## src/include/spch_cfg.svh

```systemverilog
// register offsets, field positions, codes and timing of the sensor parameter command handler
// assumes a 100 MHz pclk and byte addresses on an 8-bit APB address
`ifndef SPCH_CFG_SVH
`define SPCH_CFG_SVH

`define SPCH_OFF_CMD        8'h00
`define SPCH_OFF_LEN        8'h04
`define SPCH_OFF_DIN0       8'h08
`define SPCH_OFF_CTRL       8'h18
`define SPCH_OFF_STATUS     8'h1c
`define SPCH_OFF_RESP0      8'h20
`define SPCH_OFF_ERR        8'h30
`define SPCH_WIN_BYTES      8'h10

`define SPCH_CTRL_START     0
`define SPCH_CTRL_BOOT      1
`define SPCH_ST_BUSY        0
`define SPCH_ST_DONE        1
`define SPCH_ST_RLEN_LSB    8
`define SPCH_ST_RLEN_MSB    12
`define SPCH_DIR_BIT        7

`define SPCH_CMD_SET        16'h0100
`define SPCH_CMD_GET        16'h0200
`define SPCH_PAGE_VCFG      8'h05
`define SPCH_PAGE_PCTL      8'h0e
`define SPCH_VS_MIN         8'h01
`define SPCH_VS_MAX         8'h95

`define SPCH_VCFG_LEN       16'h000c
`define SPCH_ERR_STATUS     16'h000f
`define SPCH_ERR_LEN        16'h0004
`define SPCH_RLEN_ERR       5'h08
`define SPCH_RLEN_VCFG      5'h10
`define SPCH_RLEN_HDR       5'h05

`define SPCH_E_LENGTH       8'h01
`define SPCH_E_TOOLONG      8'h02
`define SPCH_E_PWRITE       8'h03
`define SPCH_E_PREAD        8'h04
`define SPCH_E_INVCMD       8'h05
`define SPCH_E_INVPAR       8'h06
`define SPCH_E_FAILED       8'hff
`define SPCH_EV_CMD         8'hc0
`define SPCH_EV_TOOLONG     8'hc1

`define SPCH_BUF_BOOT       16'h0080
`define SPCH_BUF_MAIN       16'h0400
`define SPCH_DIN_BYTES      16'h0010
`define SPCH_RD_MAX         4'hb

`define SPCH_TIMEOUT_NS     10000
`define SPCH_CLK_MHZ        100
`define SPCH_TIMEOUT_CYC    ((`SPCH_TIMEOUT_NS * `SPCH_CLK_MHZ) / 1000)

`endif

```

## src/include/spch_pkg.sv

```systemverilog
// types shared by the sensor parameter command handler
// assumes spch_cfg.svh for all numeric constants
package spch_pkg;

  typedef enum logic [1:0] {
    SPCH_S_IDLE = 2'b00,
    SPCH_S_EXEC = 2'b01,
    SPCH_S_WAIT = 2'b11,
    SPCH_S_DONE = 2'b10
  } spch_state_t;

  typedef enum logic [2:0] {
    SPCH_K_ERR    = 3'h0,
    SPCH_K_VCFG   = 3'h1,
    SPCH_K_PSET_W = 3'h2,
    SPCH_K_PSET_R = 3'h3,
    SPCH_K_PGET   = 3'h4
  } spch_kind_t;

endpackage

```

## src/core/spch_word_reg.sv

```systemverilog
// one software-written data word with write enable
// assumes a single pclk domain and asynchronous active-low reset
`timescale 1ns/1ps
module spch_word_reg #(
  parameter int unsigned W = 32
) (
  input  logic         pclk,
  input  logic         presetn,
  input  logic         we,
  input  logic [W-1:0] d,
  output logic [W-1:0] q
);

  always_ff @(posedge pclk or negedge presetn) begin
    if (!presetn) begin
      q <= '0;
    end else if (we) begin
      q <= d;
    end
  end

endmodule

```

## src/core/spch_cmd_classify.sv

```systemverilog
// decides what a latched host command is: error code or kind of work
// assumes inputs are stable flops while the handler executes
`timescale 1ns/1ps
`include "spch_cfg.svh"
module spch_cmd_classify (
  input  logic [15:0]         cmd_id,
  input  logic [15:0]         param,
  input  logic [15:0]         len,
  input  logic                boot_mode,
  input  logic [7:0]          code_byte,
  input  logic                pend_valid,
  input  logic [7:0]          pend_sensor,
  output spch_pkg::spch_kind_t kind,
  output logic [7:0]          err_code,
  output logic [15:0]         buf_limit
);
  import spch_pkg::*;

  logic [7:0] page;
  logic [7:0] low;
  assign page      = param[15:8];
  assign low       = param[7:0];
  assign buf_limit = boot_mode ? `SPCH_BUF_BOOT : `SPCH_BUF_MAIN;

  always_comb begin
    kind     = SPCH_K_ERR;
    err_code = `SPCH_E_INVCMD;
    if (cmd_id != `SPCH_CMD_SET && cmd_id != `SPCH_CMD_GET) begin
      err_code = `SPCH_E_INVCMD;
    end else if (len > buf_limit) begin
      err_code = `SPCH_E_TOOLONG;
    end else if (cmd_id == `SPCH_CMD_GET) begin
      if (len != 16'h0000) begin
        err_code = `SPCH_E_LENGTH;
      end else if (page == `SPCH_PAGE_VCFG && low >= `SPCH_VS_MIN && low <= `SPCH_VS_MAX) begin
        kind = SPCH_K_VCFG;
      end else if (page == `SPCH_PAGE_PCTL && pend_valid && pend_sensor == low) begin
        kind = SPCH_K_PGET;
      end else begin
        err_code = `SPCH_E_PREAD;
      end
    end else if (len[1:0] != 2'b00) begin
      err_code = `SPCH_E_LENGTH;
    end else if (len == 16'h0000 || page != `SPCH_PAGE_PCTL) begin
      err_code = `SPCH_E_PWRITE;
    end else if (len > `SPCH_DIN_BYTES) begin
      err_code = `SPCH_E_LENGTH;
    end else begin
      kind = code_byte[`SPCH_DIR_BIT] ? SPCH_K_PSET_R : SPCH_K_PSET_W;
    end
  end

endmodule

```

## src/core/spch_cmd_handler.sv

```systemverilog
// sensor parameter command handler: APB command window, response window, driver handler ports
// assumes zero-wait APB master, and driver handlers that ack within the timeout
//
// Function
// - pages 0x05 ids 0x01-0x95 read-only configs
// - unsupported virtual sensor returns all-zero fields
// - fields unsigned, least significant byte first
// - configuration length field equals twelve
// - bytes four-seven carry float output rate
// - latency bytes eight-eleven, zero unless batching
// - range in bytes 14-15, 12-13 reserved
// - page 0x0e selects physical sensor control
// - code byte: bits 0-6 code, bit 7 direction
// - first control byte is the type code
// - direction clear: pass to write handler
// - direction set: remember code for next get
// - get length counts echoed code byte too
// - error response 0x000F, length 4, id, code
// - error value 0xC0/0xC1 loads aux and debug
// - command error code values 0x01-0x06, 0xFF
// - read error: oversize or invalid parameter
// - too long above 128 boot, 1024 main
//
// Chosen here: the APB interface to the registers and the placing of the registers.
`timescale 1ns/1ps
`include "spch_cfg.svh"
module spch_cmd_handler (
  input  logic         pclk,
  input  logic         presetn,
  input  logic         psel,
  input  logic         penable,
  input  logic         pwrite,
  input  logic [7:0]   paddr,
  input  logic [31:0]  pwdata,
  output logic [31:0]  prdata,
  output logic         pready,
  output logic         pslverr,
  output logic [7:0]   vcfg_sensor,
  input  logic         vcfg_supported,
  input  logic [31:0]  vcfg_rate,
  input  logic [31:0]  vcfg_latency,
  input  logic         vcfg_batch,
  input  logic [15:0]  vcfg_range,
  output logic [7:0]   drv_sensor,
  output logic [7:0]   drv_code,
  output logic         drv_wr_req,
  output logic [119:0] drv_wr_data,
  output logic [4:0]   drv_wr_len,
  input  logic         drv_wr_ack,
  input  logic         drv_wr_fail,
  output logic         drv_rd_req,
  input  logic         drv_rd_ack,
  input  logic         drv_rd_fail,
  input  logic [3:0]   drv_rd_len,
  input  logic [87:0]  drv_rd_data,
  output logic         busy
);
  import spch_pkg::*;
  localparam logic [9:0] TIMER_LAST = 10'(`SPCH_TIMEOUT_CYC - 1);

  ////////////////////////////////////////////////////////////////////////////
  // apb decode
  spch_state_t state_q, state_d;
  spch_kind_t  kind_q, kind_d, cls_kind;
  logic [15:0] cmd_q, param_q, len_q, buf_limit;
  logic [31:0] din_q [4];
  logic [31:0] resp_q [4], resp_d [4];
  logic [4:0]  rlen_q, rlen_d;
  logic [7:0]  errval_q, errval_d, aux_q, aux_d, dbg_q, dbg_d;
  logic [7:0]  cls_err, err_now_code, code_q, code_d;
  logic        err_now, boot_q, done_q, done_set;
  logic        pend_valid_q, pend_valid_d;
  logic [7:0]  pend_sensor_q, pend_sensor_d, pend_code_q, pend_code_d;
  logic        wr_req_q, wr_req_d, rd_req_q, rd_req_d;
  logic [9:0]  timer_q, timer_d;
  logic [31:0] prdata_q, rdata_mux;
  logic [87:0] rd_mask, rd_clean;

  wire         apb_setup  = psel & ~penable;
  wire         apb_wr     = psel & penable & pwrite;
  wire         aligned    = paddr[1:0] == 2'b00;
  wire [7:0]   din_off    = paddr - `SPCH_OFF_DIN0;
  wire [7:0]   resp_off   = paddr - `SPCH_OFF_RESP0;
  wire         hit_cmd    = aligned && paddr == `SPCH_OFF_CMD;
  wire         hit_len    = aligned && paddr == `SPCH_OFF_LEN;
  wire         hit_din    = aligned && paddr >= `SPCH_OFF_DIN0 && din_off < `SPCH_WIN_BYTES;
  wire         hit_ctrl   = aligned && paddr == `SPCH_OFF_CTRL;
  wire         hit_sts    = aligned && paddr == `SPCH_OFF_STATUS;
  wire         hit_resp   = aligned && paddr >= `SPCH_OFF_RESP0 && resp_off < `SPCH_WIN_BYTES;
  wire         hit_err    = aligned && paddr == `SPCH_OFF_ERR;
  wire         mapped     = hit_cmd | hit_len | hit_din | hit_ctrl | hit_sts | hit_resp | hit_err;
  wire         idle       = state_q == SPCH_S_IDLE;
  // command inputs frozen while busy so the handler never sees a torn command
  wire         wr_cmd     = apb_wr & hit_cmd & idle;
  wire         wr_len     = apb_wr & hit_len & idle;
  wire         wr_ctrl    = apb_wr & hit_ctrl;
  wire         start      = wr_ctrl & idle & pwdata[`SPCH_CTRL_START];
  wire         done_clr   = apb_wr & hit_sts & pwdata[`SPCH_ST_DONE];
  wire [31:0]  sts_word   = {19'h00000, rlen_q, 6'h00, done_q, busy};
  wire [31:0]  ctrl_word  = {30'h00000000, boot_q, 1'b0};
  wire [31:0]  err_word   = {8'h00, dbg_q, aux_q, errval_q};

  assign rdata_mux = hit_cmd  ? {param_q, cmd_q} :
                     hit_len  ? {16'h0000, len_q} :
                     hit_din  ? din_q[din_off[3:2]] :
                     hit_ctrl ? ctrl_word :
                     hit_sts  ? sts_word :
                     hit_resp ? resp_q[resp_off[3:2]] :
                     hit_err  ? err_word : 32'h00000000;

  assign pready      = 1'b1;
  assign pslverr     = psel & penable & ~mapped;
  assign prdata      = prdata_q;
  assign busy        = ~idle;
  assign vcfg_sensor = param_q[7:0];
  assign drv_sensor  = param_q[7:0];
  assign drv_code    = code_q;
  assign drv_wr_req  = wr_req_q;
  assign drv_rd_req  = rd_req_q;
  assign drv_wr_data = {din_q[3], din_q[2], din_q[1], din_q[0][31:8]};
  assign drv_wr_len  = len_q[4:0];
  // bytes past the driver's stated length are forced to zero
  assign rd_mask     = ~({88{1'b1}} << {drv_rd_len, 3'b000});
  assign rd_clean    = drv_rd_data & rd_mask;

  genvar gi;
  generate
    for (gi = 0; gi < 4; gi++) begin : g_din
      spch_word_reg #(.W(32)) u_din (
        .pclk    (pclk),
        .presetn (presetn),
        .we      (apb_wr & hit_din & idle & (din_off[3:2] == 2'(gi))),
        .d       (pwdata),
        .q       (din_q[gi])
      );
    end
  endgenerate

  spch_cmd_classify u_cls (
    .cmd_id      (cmd_q),
    .param       (param_q),
    .len         (len_q),
    .boot_mode   (boot_q),
    .code_byte   (din_q[0][7:0]),
    .pend_valid  (pend_valid_q),
    .pend_sensor (pend_sensor_q),
    .kind        (cls_kind),
    .err_code    (cls_err),
    .buf_limit   (buf_limit)
  );

  always_ff @(posedge pclk or negedge presetn) begin
    if (!presetn) begin
      cmd_q    <= 16'h0000;
      param_q  <= 16'h0000;
      len_q    <= 16'h0000;
      boot_q   <= 1'b0;
      done_q   <= 1'b0;
      prdata_q <= 32'h00000000;
    end else begin
      if (wr_cmd) begin
        cmd_q   <= pwdata[15:0];
        param_q <= pwdata[31:16];
      end
      if (wr_len) len_q <= pwdata[15:0];
      if (wr_ctrl) boot_q <= pwdata[`SPCH_CTRL_BOOT];
      done_q <= done_set | (done_q & ~done_clr);
      if (apb_setup & ~pwrite) prdata_q <= rdata_mux;
    end
  end

  ////////////////////////////////////////////////////////////////////////////
  // command sequencer
  always_comb begin
    state_d       = state_q;
    kind_d        = kind_q;
    resp_d        = resp_q;
    rlen_d        = rlen_q;
    errval_d      = errval_q;
    aux_d         = aux_q;
    dbg_d         = dbg_q;
    code_d        = code_q;
    pend_valid_d  = pend_valid_q;
    pend_sensor_d = pend_sensor_q;
    pend_code_d   = pend_code_q;
    wr_req_d      = 1'b0;
    rd_req_d      = 1'b0;
    timer_d       = timer_q;
    done_set      = 1'b0;
    err_now       = 1'b0;
    err_now_code  = cls_err;
    case (state_q)
      SPCH_S_IDLE: state_d = start ? SPCH_S_EXEC : SPCH_S_IDLE;
      SPCH_S_EXEC: begin
        kind_d  = cls_kind;
        timer_d = 10'h000;
        state_d = SPCH_S_DONE;
        case (cls_kind)
          SPCH_K_VCFG: begin
            resp_d[0] = {`SPCH_VCFG_LEN, param_q};
            resp_d[1] = vcfg_supported ? vcfg_rate : 32'h00000000;
            resp_d[2] = (vcfg_supported && vcfg_batch) ? vcfg_latency : 32'h00000000;
            resp_d[3] = {vcfg_supported ? vcfg_range : 16'h0000, 16'h0000};
            rlen_d    = `SPCH_RLEN_VCFG;
          end
          SPCH_K_PSET_W: begin
            code_d   = din_q[0][7:0];
            wr_req_d = 1'b1;
            state_d  = SPCH_S_WAIT;
          end
          SPCH_K_PSET_R: begin
            // one pending slot: a later read set replaces an unserved one
            pend_valid_d  = 1'b1;
            pend_sensor_d = param_q[7:0];
            pend_code_d   = din_q[0][7:0];
            rlen_d        = 5'h00;
          end
          SPCH_K_PGET: begin
            code_d       = pend_code_q;
            rd_req_d     = 1'b1;
            pend_valid_d = 1'b0;
            state_d      = SPCH_S_WAIT;
          end
          default: err_now = 1'b1;
        endcase
      end
      SPCH_S_WAIT: begin
        timer_d = timer_q + 10'h001;
        if (kind_q == SPCH_K_PSET_W && drv_wr_ack) begin
          state_d      = SPCH_S_DONE;
          err_now      = drv_wr_fail;
          err_now_code = `SPCH_E_PWRITE;
          rlen_d       = 5'h00;
        end else if (kind_q == SPCH_K_PGET && drv_rd_ack) begin
          state_d = SPCH_S_DONE;
          if (drv_rd_fail || drv_rd_len > `SPCH_RD_MAX) begin
            err_now      = 1'b1;
            err_now_code = `SPCH_E_PREAD;
          end else begin
            resp_d[0] = {12'h000, drv_rd_len + 4'h1, param_q};
            resp_d[1] = {rd_clean[23:0], code_q};
            resp_d[2] = rd_clean[55:24];
            resp_d[3] = rd_clean[87:56];
            rlen_d    = `SPCH_RLEN_HDR + 5'(drv_rd_len);
          end
        end else if (timer_q == TIMER_LAST) begin
          state_d      = SPCH_S_DONE;
          err_now      = 1'b1;
          err_now_code = `SPCH_E_FAILED;
        end
      end
      SPCH_S_DONE: begin
        done_set = 1'b1;
        state_d  = SPCH_S_IDLE;
      end
      default: state_d = SPCH_S_IDLE;
    endcase
    if (err_now) begin
      resp_d[0] = {`SPCH_ERR_LEN, `SPCH_ERR_STATUS};
      resp_d[1] = {8'h00, err_now_code, cmd_q};
      resp_d[2] = 32'h00000000;
      resp_d[3] = 32'h00000000;
      rlen_d    = `SPCH_RLEN_ERR;
      errval_d  = (err_now_code == `SPCH_E_TOOLONG) ? `SPCH_EV_TOOLONG : `SPCH_EV_CMD;
      aux_d     = err_now_code;
      dbg_d     = cmd_q[7:0];
    end
  end

  always_ff @(posedge pclk or negedge presetn) begin
    if (!presetn) begin
      state_q       <= SPCH_S_IDLE;
      kind_q        <= SPCH_K_ERR;
      resp_q        <= '{default: 32'h00000000};
      rlen_q        <= 5'h00;
      errval_q      <= 8'h00;
      aux_q         <= 8'h00;
      dbg_q         <= 8'h00;
      code_q        <= 8'h00;
      pend_valid_q  <= 1'b0;
      pend_sensor_q <= 8'h00;
      pend_code_q   <= 8'h00;
      wr_req_q      <= 1'b0;
      rd_req_q      <= 1'b0;
      timer_q       <= 10'h000;
    end else begin
      state_q       <= state_d;
      kind_q        <= kind_d;
      resp_q        <= resp_d;
      rlen_q        <= rlen_d;
      errval_q      <= errval_d;
      aux_q         <= aux_d;
      dbg_q         <= dbg_d;
      code_q        <= code_d;
      pend_valid_q  <= pend_valid_d;
      pend_sensor_q <= pend_sensor_d;
      pend_code_q   <= pend_code_d;
      wr_req_q      <= wr_req_d;
      rd_req_q      <= rd_req_d;
      timer_q       <= timer_d;
    end
  end

  ////////////////////////////////////////////////////////////////////////////
  // assertions
  wire exec_vcfg = state_q == SPCH_S_EXEC && cls_kind == SPCH_K_VCFG;
  wire exec_err  = state_q == SPCH_S_EXEC && cls_kind == SPCH_K_ERR;
  // own count of waiting cycles, so a broken timer compare still shows up
  logic [10:0] wait_cnt_q;
  always_ff @(posedge pclk or negedge presetn)
    if (!presetn) wait_cnt_q <= 11'h000;
    else wait_cnt_q <= (state_q == SPCH_S_WAIT) ? wait_cnt_q + 11'h001 : 11'h000;
endmodule

```

## config.mk

```make
export PLATFORM = sky130hd
export DESIGN_NAME = spch_cmd_handler
export DESIGN_NICKNAME = d
export VERILOG_FILES = /design/src/include/spch_pkg.sv /design/src/core/spch_word_reg.sv /design/src/core/spch_cmd_classify.sv /design/src/core/spch_cmd_handler.sv
export VERILOG_INCLUDE_DIRS = /design/src /design/src/include
export SDC_FILE = /design/constraint.sdc
export NUM_CORES = 1
export LEC_CHECK = 0
export BUFFER_PORTS_ARGS = -buffer_cell sky130_fd_sc_hd__buf_2
export CAP_MARGIN = 20
export CORE_MARGIN = 2
export CORE_UTILIZATION = 58
export CTS_CLUSTER_DIAMETER = 80
export DETAILED_ROUTE_END_ITERATION = 10
export PLACE_DENSITY = 0.86
export SKIP_CTS_REPAIR_TIMING = 1
export SLEW_MARGIN = 30
export SYNTH_ARGS = -nofsm -noshare
export SYNTH_HDL_FRONTEND = slang
export SYNTH_HIERARCHICAL = 1
export SYNTH_SLANG_ARGS = --single-unit
```

## constraint.sdc

```tcl
create_clock -name pclk -period 4.8 [get_ports pclk]
set_input_delay 0.72 -clock pclk [delete_from_list [all_inputs] [get_ports pclk]]
set_output_delay 0.72 -clock pclk [all_outputs]
set_load 0.05 [all_outputs]
```

==> results of run 1 <==
==> sequential cells by signal (all words and copies together), names as in the netlist <==
signal / cells
aux_q: 8
boot_q: 1
cmd_q: 16
dbg_q: 8
done_q: 1
drv_code: 8
drv_rd_req: 1
drv_wr_req: 1
errval_q: 2
g_din.u_din/q: 128
kind_q: 3
len_q: 16
param_q: 16
pend_code_q: 8
pend_sensor_q: 8
pend_valid_q: 1
prdata: 32
resp_q: 116
rlen_q: 5
state_q: 2
timer_q: 10
==> critical path: stages (launching register included) <==
cell and delay, ns:
dfrtp_1 0.43, nor4_1 0.50, and3_2 0.32, nor4b_1 0.33, and3b_1 0.40, o21ai_0 0.17
a21oi_1 0.26, nand2b_2 0.23, or2_4 0.50, buf_4 0.38, a221oi_1 0.10, o31ai_1 0.29
==> worst paths after layout <==
check                                   startpoint                               end  depth (start not counted)  slack [ns]
min in group pclk                  drv_rd_data[64]             resp_q[8]$_DFFE_PN0P_                          2        0.42
setup reg to reg           param_q[12]$_DFFE_PN0P_            resp_q[66]$_DFFE_PN0P_                         11        0.76
max in group asynchronous                  presetn   g_din[1].u_din/q[2]$_DFFE_PN0P_                          2        3.45
hold / removal                             presetn  g_din[3].u_din/q[31]$_DFFE_PN0P_                          1        0.21
setup / recovery           param_q[12]$_DFFE_PN0P_            resp_q[66]$_DFFE_PN0P_                         11        0.76
hold reg to reg             resp_q[74]$_DFFE_PN0P_            resp_q[74]$_DFFE_PN0P_                          2        0.48
==> through the flow <==
step	setup slack, ns	cell area (um2)	hold slack [ns]
finish	0.757	23300	0.213
global route	0.549	23300	0.276
CTS	0.919	23200	0.253
detailed placement	0.945	22000	0.464
global placement	1.02	22000	0.456
floorplan	0.800	20000	0.424
==> cell type report <==
class	instances	area, um2
inverters	20	75.1
well taps	455	569
multi-input cells	1126	9170
flip-flops and latches	391	9780
repair buffers	445	2400
clock inverters	13	133
fillers	2459	11000
clock buffers	56	1130
diodes	6	15.0
==> routing by layer <==
metal | up-vias | global-route usage [%] | part of all wire (%)
li1 | 6886 | - | -
met2 | 1096 | 55.9 | 47
met4 | 2 | 15.7 | 4.9
met1 | 8115 | 47.8 | 39
met5 | - | 0 | 0.020
met3 | 187 | 6.81 | 9.8
==> power by group <==
| group | switching (uW) | internal, uW | total [uW] |
|---|---|---|---|
| combinational | 415 | 207 | 622 |
| sequential | 39.8 | 3340 | 3380 |
| clock | 1320 | 1760 | 3080 |
==> results_dict.tcl, run 1 <==
set metrics [dict create \
    layout.cells.most_common_list "405 x buf_2, 391 x dfrtp_1, 216 x nand2_1, 120 x mux2_4, 87 x nor2_1" \
    period_needed_ns 4.04 \
    routed_wl_um 63800 \
    layout_commonest_cell "buf_2" \
    finalNonFillerCells 2512 \
    num_vias 16286 \
    design.final.nets 2256 \
    ctsHtreeMaxLevel 2 \
    hold_viol_final 0 \
    finalClockSkew_ns 0.0166 \
    first_pass_iters 7 \
    global_route.overflow_total 0 \
    drc 0 \
    synthesis.instances 1687 \
    end_kind "flip-flop" \
    drv.max_cap_violation_count 0 \
    std_cell_rows 68 \
    dp.cells 2437 \
    tightest_slew_ns 0.952 \
    buffer_ports.inserted 407 \
    floorplan.die.height_um 190 \
    pin_count 409 \
    power.density_mw_per_mm2 304 \
    hpwlAfterDp_um 46300 \
    drt_first_iter_violations 1733 \
    totalNegativeSetupSlack_ns 0 \
    routabilityCongestion 0.982 \
    via_count_of_the_first_global_routing_pass 15908 \
    timing.critical_path.fanout_max 47 \
    worstHoldPathType "input port to asynchronous set/reset pin" \
    grt_max_degree 131 \
    achievable-frequency_mhz 247 \
    final_core_utilization_pct 67.9 \
    grt_setup_unrepaired "no" \
    leakagePower_uw 0.0112 \
    clock_insertion_delay_at_the_later_pin_of_the_skew_report_ns 0.55 \
    critPathRequiredTime_ns 5.24 \
    timing_worst_setup_path_type "flip-flop to flip-flop" \
    die_w_um 190 \
    vdd_ir_drop_max_uv 289 \
    post_route_cells_drive_above_1_share_pct 36.7 \
    grt_antenna_before_repair 8 \
    detail-route-antenna-nets 0 \
    tritoncts "done" \
    cts-buffers-inserted 40 \
    grt_pass1_wl_um 96800 \
    grt_use_total_pct 35.3 \
    totalPowerFinal_uw 7080 \
    summed_instance_area_of_the_synthesized_netlist_mm2 0.0200 \
    bufs_on_longest_clock_path 3 \
    result_of_the_run "completed" \
    crit_path_start_kind "flip-flop" \
    data_arrival_time_at_the_worst_slack_endpoint_ns 4.49 \
    ys.warnings.count 6 \
    coreArea_mm2 0.0343 \
    areaGrowthSynthToFinish_pct 16.4 \
    wl_per_cell_um 25.4 \
    worst_setup_hold_path_clk_slew_ns 0.06 \
    drv_slew 0 \
    num_clock_sinks 391 \
    via_density_per_instance 6.48 \
    initial_core_util_pct 58.3 \
    area_of_the_die_mm2 0.0360 \
    finalCritPeriodShare_pct 84.2 \
    clk_root_buffer_cell "clkbuf_16" \
    max_slew_headroom_at_the_worst_pin_pct 36.5 \
    avgSynthCellArea_um2 11.9 \
    report.final.setup_viol 0 \
]
(Power assumes the default switching activity.)
==> run 2, diff against run 1 <==
ABC_AREA = 1   (was unset)
CORE_UTILIZATION = 56   (was 58)
PLACE_DENSITY = 0.83   (was 0.86)
clock period = 4.05 ns   (was 4.8 ns; I/O delays follow)
==> run 2 against run 1 <==
Against the previous run:
- design area increased by 4.7%
- maximum frequency increased by 13%
- flip-flop and latch count unchanged
- count of clock-buffer cells in the layout increased by 13
- setup slack got worse by 0.28 ns
- sequential share of layout area decreased by 1.9 points
- synthesized cell count increased by 65%
- global-route usage increased by 2.7 points
- utilization decreased by 1.6 points
- die area increased by 8.4%
- via count increased by 29%
- cell count increased by 44%
- critical path type unchanged
- largest power group unchanged
- highest routed layer unchanged
==> results_dict.tcl, run 2 <==
set metrics [dict create \
    result_of_the_run "completed" \
    areaGrowthSynthToFinish_pct 16.2 \
    tritoncts "done" \
    buffer_ports.inserted 407 \
    avgSynthCellArea_um2 7.53 \
    power.density_mw_per_mm2 371 \
    num_clock_sinks 391 \
    ys.warnings.count 6 \
    finalCritPeriodShare_pct 88.3 \
    worst_stage_delay_on_the_critical_path_ns 0.49 \
    summed_instance_area_of_the_synthesized_netlist_mm2 0.0210 \
    final_core_utilization_pct 66.3 \
    global_route.overflow_total 0 \
    period_needed_ns 3.57 \
    grt_use_total_pct 38.0 \
    first_pass_iters 6 \
    via_count_of_the_first_global_routing_pass 20039 \
    design.final.nets 3346 \
    initial_core_util_pct 57.0 \
    clock_insertion_delay_at_the_later_pin_of_the_skew_report_ns 0.56 \
    cts-buffers-inserted 43 \
    tightest_slew_ns 0.987 \
    vdd_ir_drop_max_uv 341 \
    largest-register "g_din.u_din/q" \
    layout_commonest_cell "nand2_1" \
    std_cell_rows 70 \
    layout.cells.most_common_list "1148 x nand2_1, 406 x buf_2, 391 x dfrtp_1, 196 x o21ai_0, 172 x inv_1" \
    max_slew_headroom_at_the_worst_pin_pct 34.1 \
    timing_worst_setup_path_type "flip-flop to flip-flop" \
    hold_viol_final 0 \
    data_arrival_time_at_the_worst_slack_endpoint_ns 4.05 \
    ctsHtreeMaxLevel 2 \
    multi_input_comb_area_mm2 0.00930 \
    floorplan.die.height_um 198 \
    hpwlAfterDp_um 54500 \
    area_of_the_die_mm2 0.0390 \
    end_kind "flip-flop" \
    num_vias 21058 \
    achievable-frequency_mhz 280 \
    post_route_cells_drive_above_1_share_pct 20.5 \
    leakagePower_uw 0.0132 \
    clk_root_buffer_cell "clkbuf_16" \
    grt_antenna_before_repair 10 \
    detail-route-antenna-nets 0 \
    drc 0 \
    worstPathBufferInverterCount 5 \
    report.final.setup_viol 0 \
    grt_max_degree 172 \
    grt_pass1_wl_um 113000 \
    worst_path_most_repeated_cell "nand2_1" \
    path_delay_family "simple AND/OR/NAND/NOR gates" \
    drv_slew 0 \
    pin_count 409 \
    drt_first_iter_violations 2213 \
    critical_path_slowest_stage_cell "buf_4" \
    fill_cells 3141 \
    drv.max_cap_violation_count 0 \
    worst_setup_hold_path_clk_slew_ns 0.06 \
    totalNegativeSetupSlack_ns 0 \
    worstHoldPathType "input port to asynchronous set/reset pin" \
    routabilityCongestion 1.00 \
    largest_register_ff_count 128 \
    critPathRequiredTime_ns 4.53 \
    seq_area_mm2 0.00978 \
    synthesis.instances 2786 \
    path_cells "inv_1 -> nand2_1 -> nor2_1 -> nand2_1 -> nor2_1 -> nand3_1 -> inv_1 -> nand3_1 -> nor2_1 -> inv_1 -> nand3_1 -> nand2_1 -> nor2_1 -> a21oi_4 -> nand2_2 -> buf_4 -> buf_4 -> nand2_1 -> nand2_1 -> nand2_1 -> nand2_1" \
    via_density_per_instance 5.82 \
    routed_wl_um 74800 \
    crit_path_start_kind "flip-flop" \
    finalClockSkew_ns 0.0277 \
    die_w_um 198 \
    grt_setup_unrepaired "no" \
    hold_slack_ns 0.0531 \
    timing.critical_path.fanout_max 54 \
    coreArea_mm2 0.0368 \
    wl_per_cell_um 20.7 \
    bufs_on_longest_clock_path 3 \
]
==> run 2: final timing paths <==
kind | startpoint | to | slack (ns) | cells after the start
max in group asynchronous | presetn | prdata[4]$_DFFE_PN0P_ | 3.07 | 2
setup reg to reg | param_q[8]$_DFFE_PN0P_ | resp_q[87]$_DFFE_PN0P_ | 0.48 | 21
setup / recovery | param_q[8]$_DFFE_PN0P_ | resp_q[87]$_DFFE_PN0P_ | 0.48 | 21
hold / removal | presetn | resp_q[88]$_DFFE_PN0P_ | 0.05 | 1
min in group pclk | drv_rd_data[62] | resp_q[6]$_DFFE_PN0P_ | 0.29 | 3
hold reg to reg | errval_q[6]$_DFFE_PN0P_ | errval_q[6]$_DFFE_PN0P_ | 0.45 | 2
==> run 2: layout make-up <==
cell class	instances	area share (%)
flip-flops and latches	391	40.1
multi-input cells	2031	38.2
repair buffers	459	10.3
clock buffers	69	5.48
inverters	188	3.03
well taps	468	2.40
clock inverters	7	0.380
diodes	8	0.0821
==> run 2: per-layer routing <==
metal	global-route usage [%]	vias to the layer above	part of all wire (%)
met3	8.78	233	11
met1	50.1	9978	39
met5	0	-	0.039
met4	20.4	4	5.9
met2	58.5	1264	45
li1	-	9579	-
==> run 2: worst reg2reg max path, stage by stage, from the launching register on <==
cell     delay, ns
dfrtp_1       0.42
inv_1         0.07
nand2_1       0.05
nor2_1        0.28
nand2_1       0.16
nor2_1        0.11
nand3_1       0.11
inv_1         0.08
nand3_1       0.09
nor2_1        0.26
inv_1         0.12
nand3_1       0.11
nand2_1       0.08
nor2_1        0.22
a21oi_4       0.07
nand2_2       0.13
buf_4         0.49
buf_4         0.39
nand2_1       0.11
nand2_1       0.07
nand2_1       0.05
nand2_1       0.08
==> run 2: stage by stage <==
stage	total power (uW)	cells	worst slack, ns	instance area [um2]
3_5_place_dp	5120	3537	0.504	22900
4_1_cts	9060	3613	0.503	24300
5_1_grt	9310	3621	0.157	24400
2_1_floorplan	4670	2790	0.387	21000
3_3_place_gp	5100	3537	0.596	22900
6_report	9050	3621	0.476	24400
==> run 2: power breakdown <==
group / internal, uW / switching [uW]
Clock: 2380 / 1610
Sequential: 3980 / 66.2
Combinational: 284 / 732
Total: 6650 / 2400
==> run 3, diff against run 2 <==
CORE_UTILIZATION = 51   (was 56)
PLACE_DENSITY = 0.79   (was 0.83)
clock period = 3 ns   (was 4.05 ns; I/O delays follow)
==> run 3 against run 2 <==
Against the previous run:
- setup slack got worse by 0.33 ns
- combinational power rose by 38%
- routed wire length rose by 2.6%
- highest routed layer unchanged
- sequential share of layout area fell by 0.81 points
- sequential power rose by 35%
- power rose by 34%
- non-clock buffer count rose by 39
- maximum frequency rose by 25%
- clock skew rose by 0.0010 ns
- worst hold slack improved by 0.077 ns
==> results_dict.tcl, run 3 (synthesis gave the netlist of run 2 again) <==
set metrics [dict create \
    grt_util_met2_pct 53.8 \
    fill_cells 3587 \
    design.final.nets 3385 \
    switching_share_pct 27.3 \
    num_vias 21016 \
    area_of_the_die_mm2 0.0428 \
    vdd_ir_drop_max_uv 427 \
    drv.max_cap_violation_count 0 \
    areaGrowthSynthToFinish_pct 18.6 \
    power.density_mw_per_mm2 488 \
    first_pass_iters 7 \
    finalCritPeriodShare_pct 95.0 \
    largest_register_ff_count 128 \
    max_slew_headroom_at_the_worst_pin_pct 38.8 \
    grt_use_total_pct 35.0 \
    grt_max_degree 80 \
    hold_viol_final 0 \
    report.final.setup_viol 0 \
    initial_core_util_pct 51.5 \
    path_cells "nor2_2 -> nand2_2 -> nor2_4 -> nand2_4 -> nor2_8 -> nand3_1 -> nor2_1 -> buf_4 -> nand3_4 -> nand2_1 -> nor2_2 -> a21oi_4 -> nand2_4 -> buf_12 -> buf_4 -> o21ai_0 -> nand2_1 -> nand2_1" \
    final_core_utilization_pct 61.1 \
    finalNonFillerCells 3717 \
    clock_insertion_delay_at_the_later_pin_of_the_skew_report_ns 0.58 \
    std_cell_rows 74 \
    grt_antenna_before_repair 2 \
    via_count_of_the_first_global_routing_pass 19384 \
    timing_worst_setup_path_type "flip-flop to flip-flop" \
    ctsHtreeMaxLevel 2 \
    drv_slew 0 \
    critPathRequiredTime_ns 3.49 \
    achievable-frequency_mhz 351 \
    largest-register "g_din.u_din/q" \
    finalClockSkew_ns 0.0287 \
    routabilityCongestion 1.03 \
    critical_path_slowest_stage_cell "dfrtp_1" \
    p_int_uw 8840 \
    drt_first_iter_violations 2506 \
    drc 0 \
    period_needed_ns 2.85 \
    worstPathBufferInverterCount 3 \
    coreArea_mm2 0.0407 \
    via_density_per_instance 5.65 \
    grt_pass1_wl_um 113000 \
    power.switching_uw 3310 \
    worstHoldPathType "input port to flip-flop" \
    dp.cells 3635 \
    hpwlAfterDp_um 56500 \
    cts-buffers-inserted 43 \
    wl_per_cell_um 20.7 \
    grt.busiest_layer "met2" \
    groute.layer.met3.usage_pct 7.13 \
    layout_commonest_cell "nand2_1" \
    tritoncts "done" \
    path_delay_family "simple AND/OR/NAND/NOR gates" \
    pin_count 409 \
    seq_power_share_pct 45.0 \
    worst_stage_delay_on_the_critical_path_ns 0.42 \
    leakagePower_uw 0.0134 \
    result_of_the_run "completed" \
    detail-route-antenna-nets 0 \
    gr-usage-met1_pct 47.9 \
    buffer_ports.inserted 407 \
    post_route_cells_drive_above_1_share_pct 21.7 \
    tightest_slew_ns 0.915 \
    die_w_um 207 \
    num_clock_sinks 391 \
    global_route.overflow_total 0 \
    worst_path_most_repeated_cell "nand2_1" \
    layout.cells.most_common_list "1146 x nand2_1, 406 x buf_2, 389 x dfrtp_1, 196 x o21ai_0, 173 x inv_1" \
    timing.critical_path.fanout_max 26 \
    clk_root_buffer_cell "clkbuf_16" \
    floorplan.die.height_um 207 \
    comb_power_share_pct 11.6 \
    clock_power_share_pct 43.4 \
    totalPowerFinal_uw 12100 \
    crit_path_start_kind "flip-flop" \
    bufs_on_longest_clock_path 3 \
    worst_setup_hold_path_clk_slew_ns 0.06 \
    routed_wl_um 76800 \
    end_kind "flip-flop" \
    data_arrival_time_at_the_worst_slack_endpoint_ns 3.34 \
]
-- run 3: changes by cell type in the layout (fill, tap and decap cells not counted), sizes merged --
| cell | before | now |
|---|---|---|
| dlygate4sd3 | 0 | 1 |
| inv | 187 | 189 |
| buf | 459 | 494 |
| clkbuf | 69 | 65 |
| clkinvlp | 0 | 2 |
| bufinv | 2 | 3 |
| diode | 8 | 2 |
| clkinv | 6 | 7 |
-- run 3: worst register-to-register path: stages (launching register included) --
cell     delay [ns]
dfrtp_1        0.42
nor2_2         0.23
nand2_2        0.12
nor2_4         0.19
nand2_4        0.10
nor2_8         0.11
nand3_1        0.10
nor2_1         0.14
buf_4          0.14
nand3_4        0.07
nand2_1        0.11
nor2_2         0.06
a21oi_4        0.18
nand2_4        0.14
buf_12         0.19
buf_4          0.16
o21ai_0        0.16
nand2_1        0.09
nand2_1        0.06
-- run 3: per-layer routing --
layer | vias up | share of wire (%)
met1 | 9960 | 41
met4 | 2 | 4.8
met2 | 1212 | 44
met3 | 188 | 10
li1 | 9654 | -
met5 | - | 0.018
-- run 3: power by group through the flow --
| stage | logic, uW | clock network (uW) | registers (uW) |
|---|---|---|---|
| after floorplan | 466 | 0 | 5840 |
| after global placement | 1370 | 0 | 5550 |
| after detailed placement | 1390 | 0 | 5550 |
| after CTS | 1390 | 5300 | 5460 |
| after global routing | 1500 | 5500 | 5470 |
| final | 1410 | 5270 | 5460 |
-- run 3: layout make-up --
cell class,instances,area (um2),area share [%]
Multi-Input combinational cell,2031,9330,37.5
Inverter,188,741,2.98
Timing Repair Buffer,498,2980,12.0
Antenna cell,2,5.00,0.0201
Sequential cell,391,9790,39.3
Clock inverter,13,160,0.644
Tap cell,532,666,2.68
Clock buffer,62,1210,4.85
-- run 3: per-stage QoR --
step                      worst slack, ns  hold WS, ns  setup TNS [ns]  cell area, um2
after floorplan                     0.225        0.154               0           21000
after global routing             -0.00487        0.143        -0.00734           24900
after detailed placement           0.0847        0.437               0           23400
after CTS                          0.0670       -0.107               0           24700
final                               0.149        0.130               0           24900
after global placement              0.226        0.437               0           23400
-- run 3: path summary, 6_finish.rpt --
kind                            depth (start not counted)               startpoint                       to  slack [ns]
worst max-delay path                                   18     len_q[1]$_DFFE_PN0P_   resp_q[67]$_DFFE_PN0P_        0.15
worst min-delay path                                    3          drv_rd_data[66]   resp_q[10]$_DFFE_PN0P_        0.13
worst max register to register                         18     len_q[1]$_DFFE_PN0P_   resp_q[67]$_DFFE_PN0P_        0.15
worst min register to register                          2  errval_q[6]$_DFFE_PN0P_  errval_q[6]$_DFFE_PN0P_        0.45
max in group asynchronous                               3                  presetn   param_q[2]$_DFFE_PN0P_        1.59
min in group asynchronous                               2                  presetn   resp_q[72]$_DFFE_PN0P_        0.47
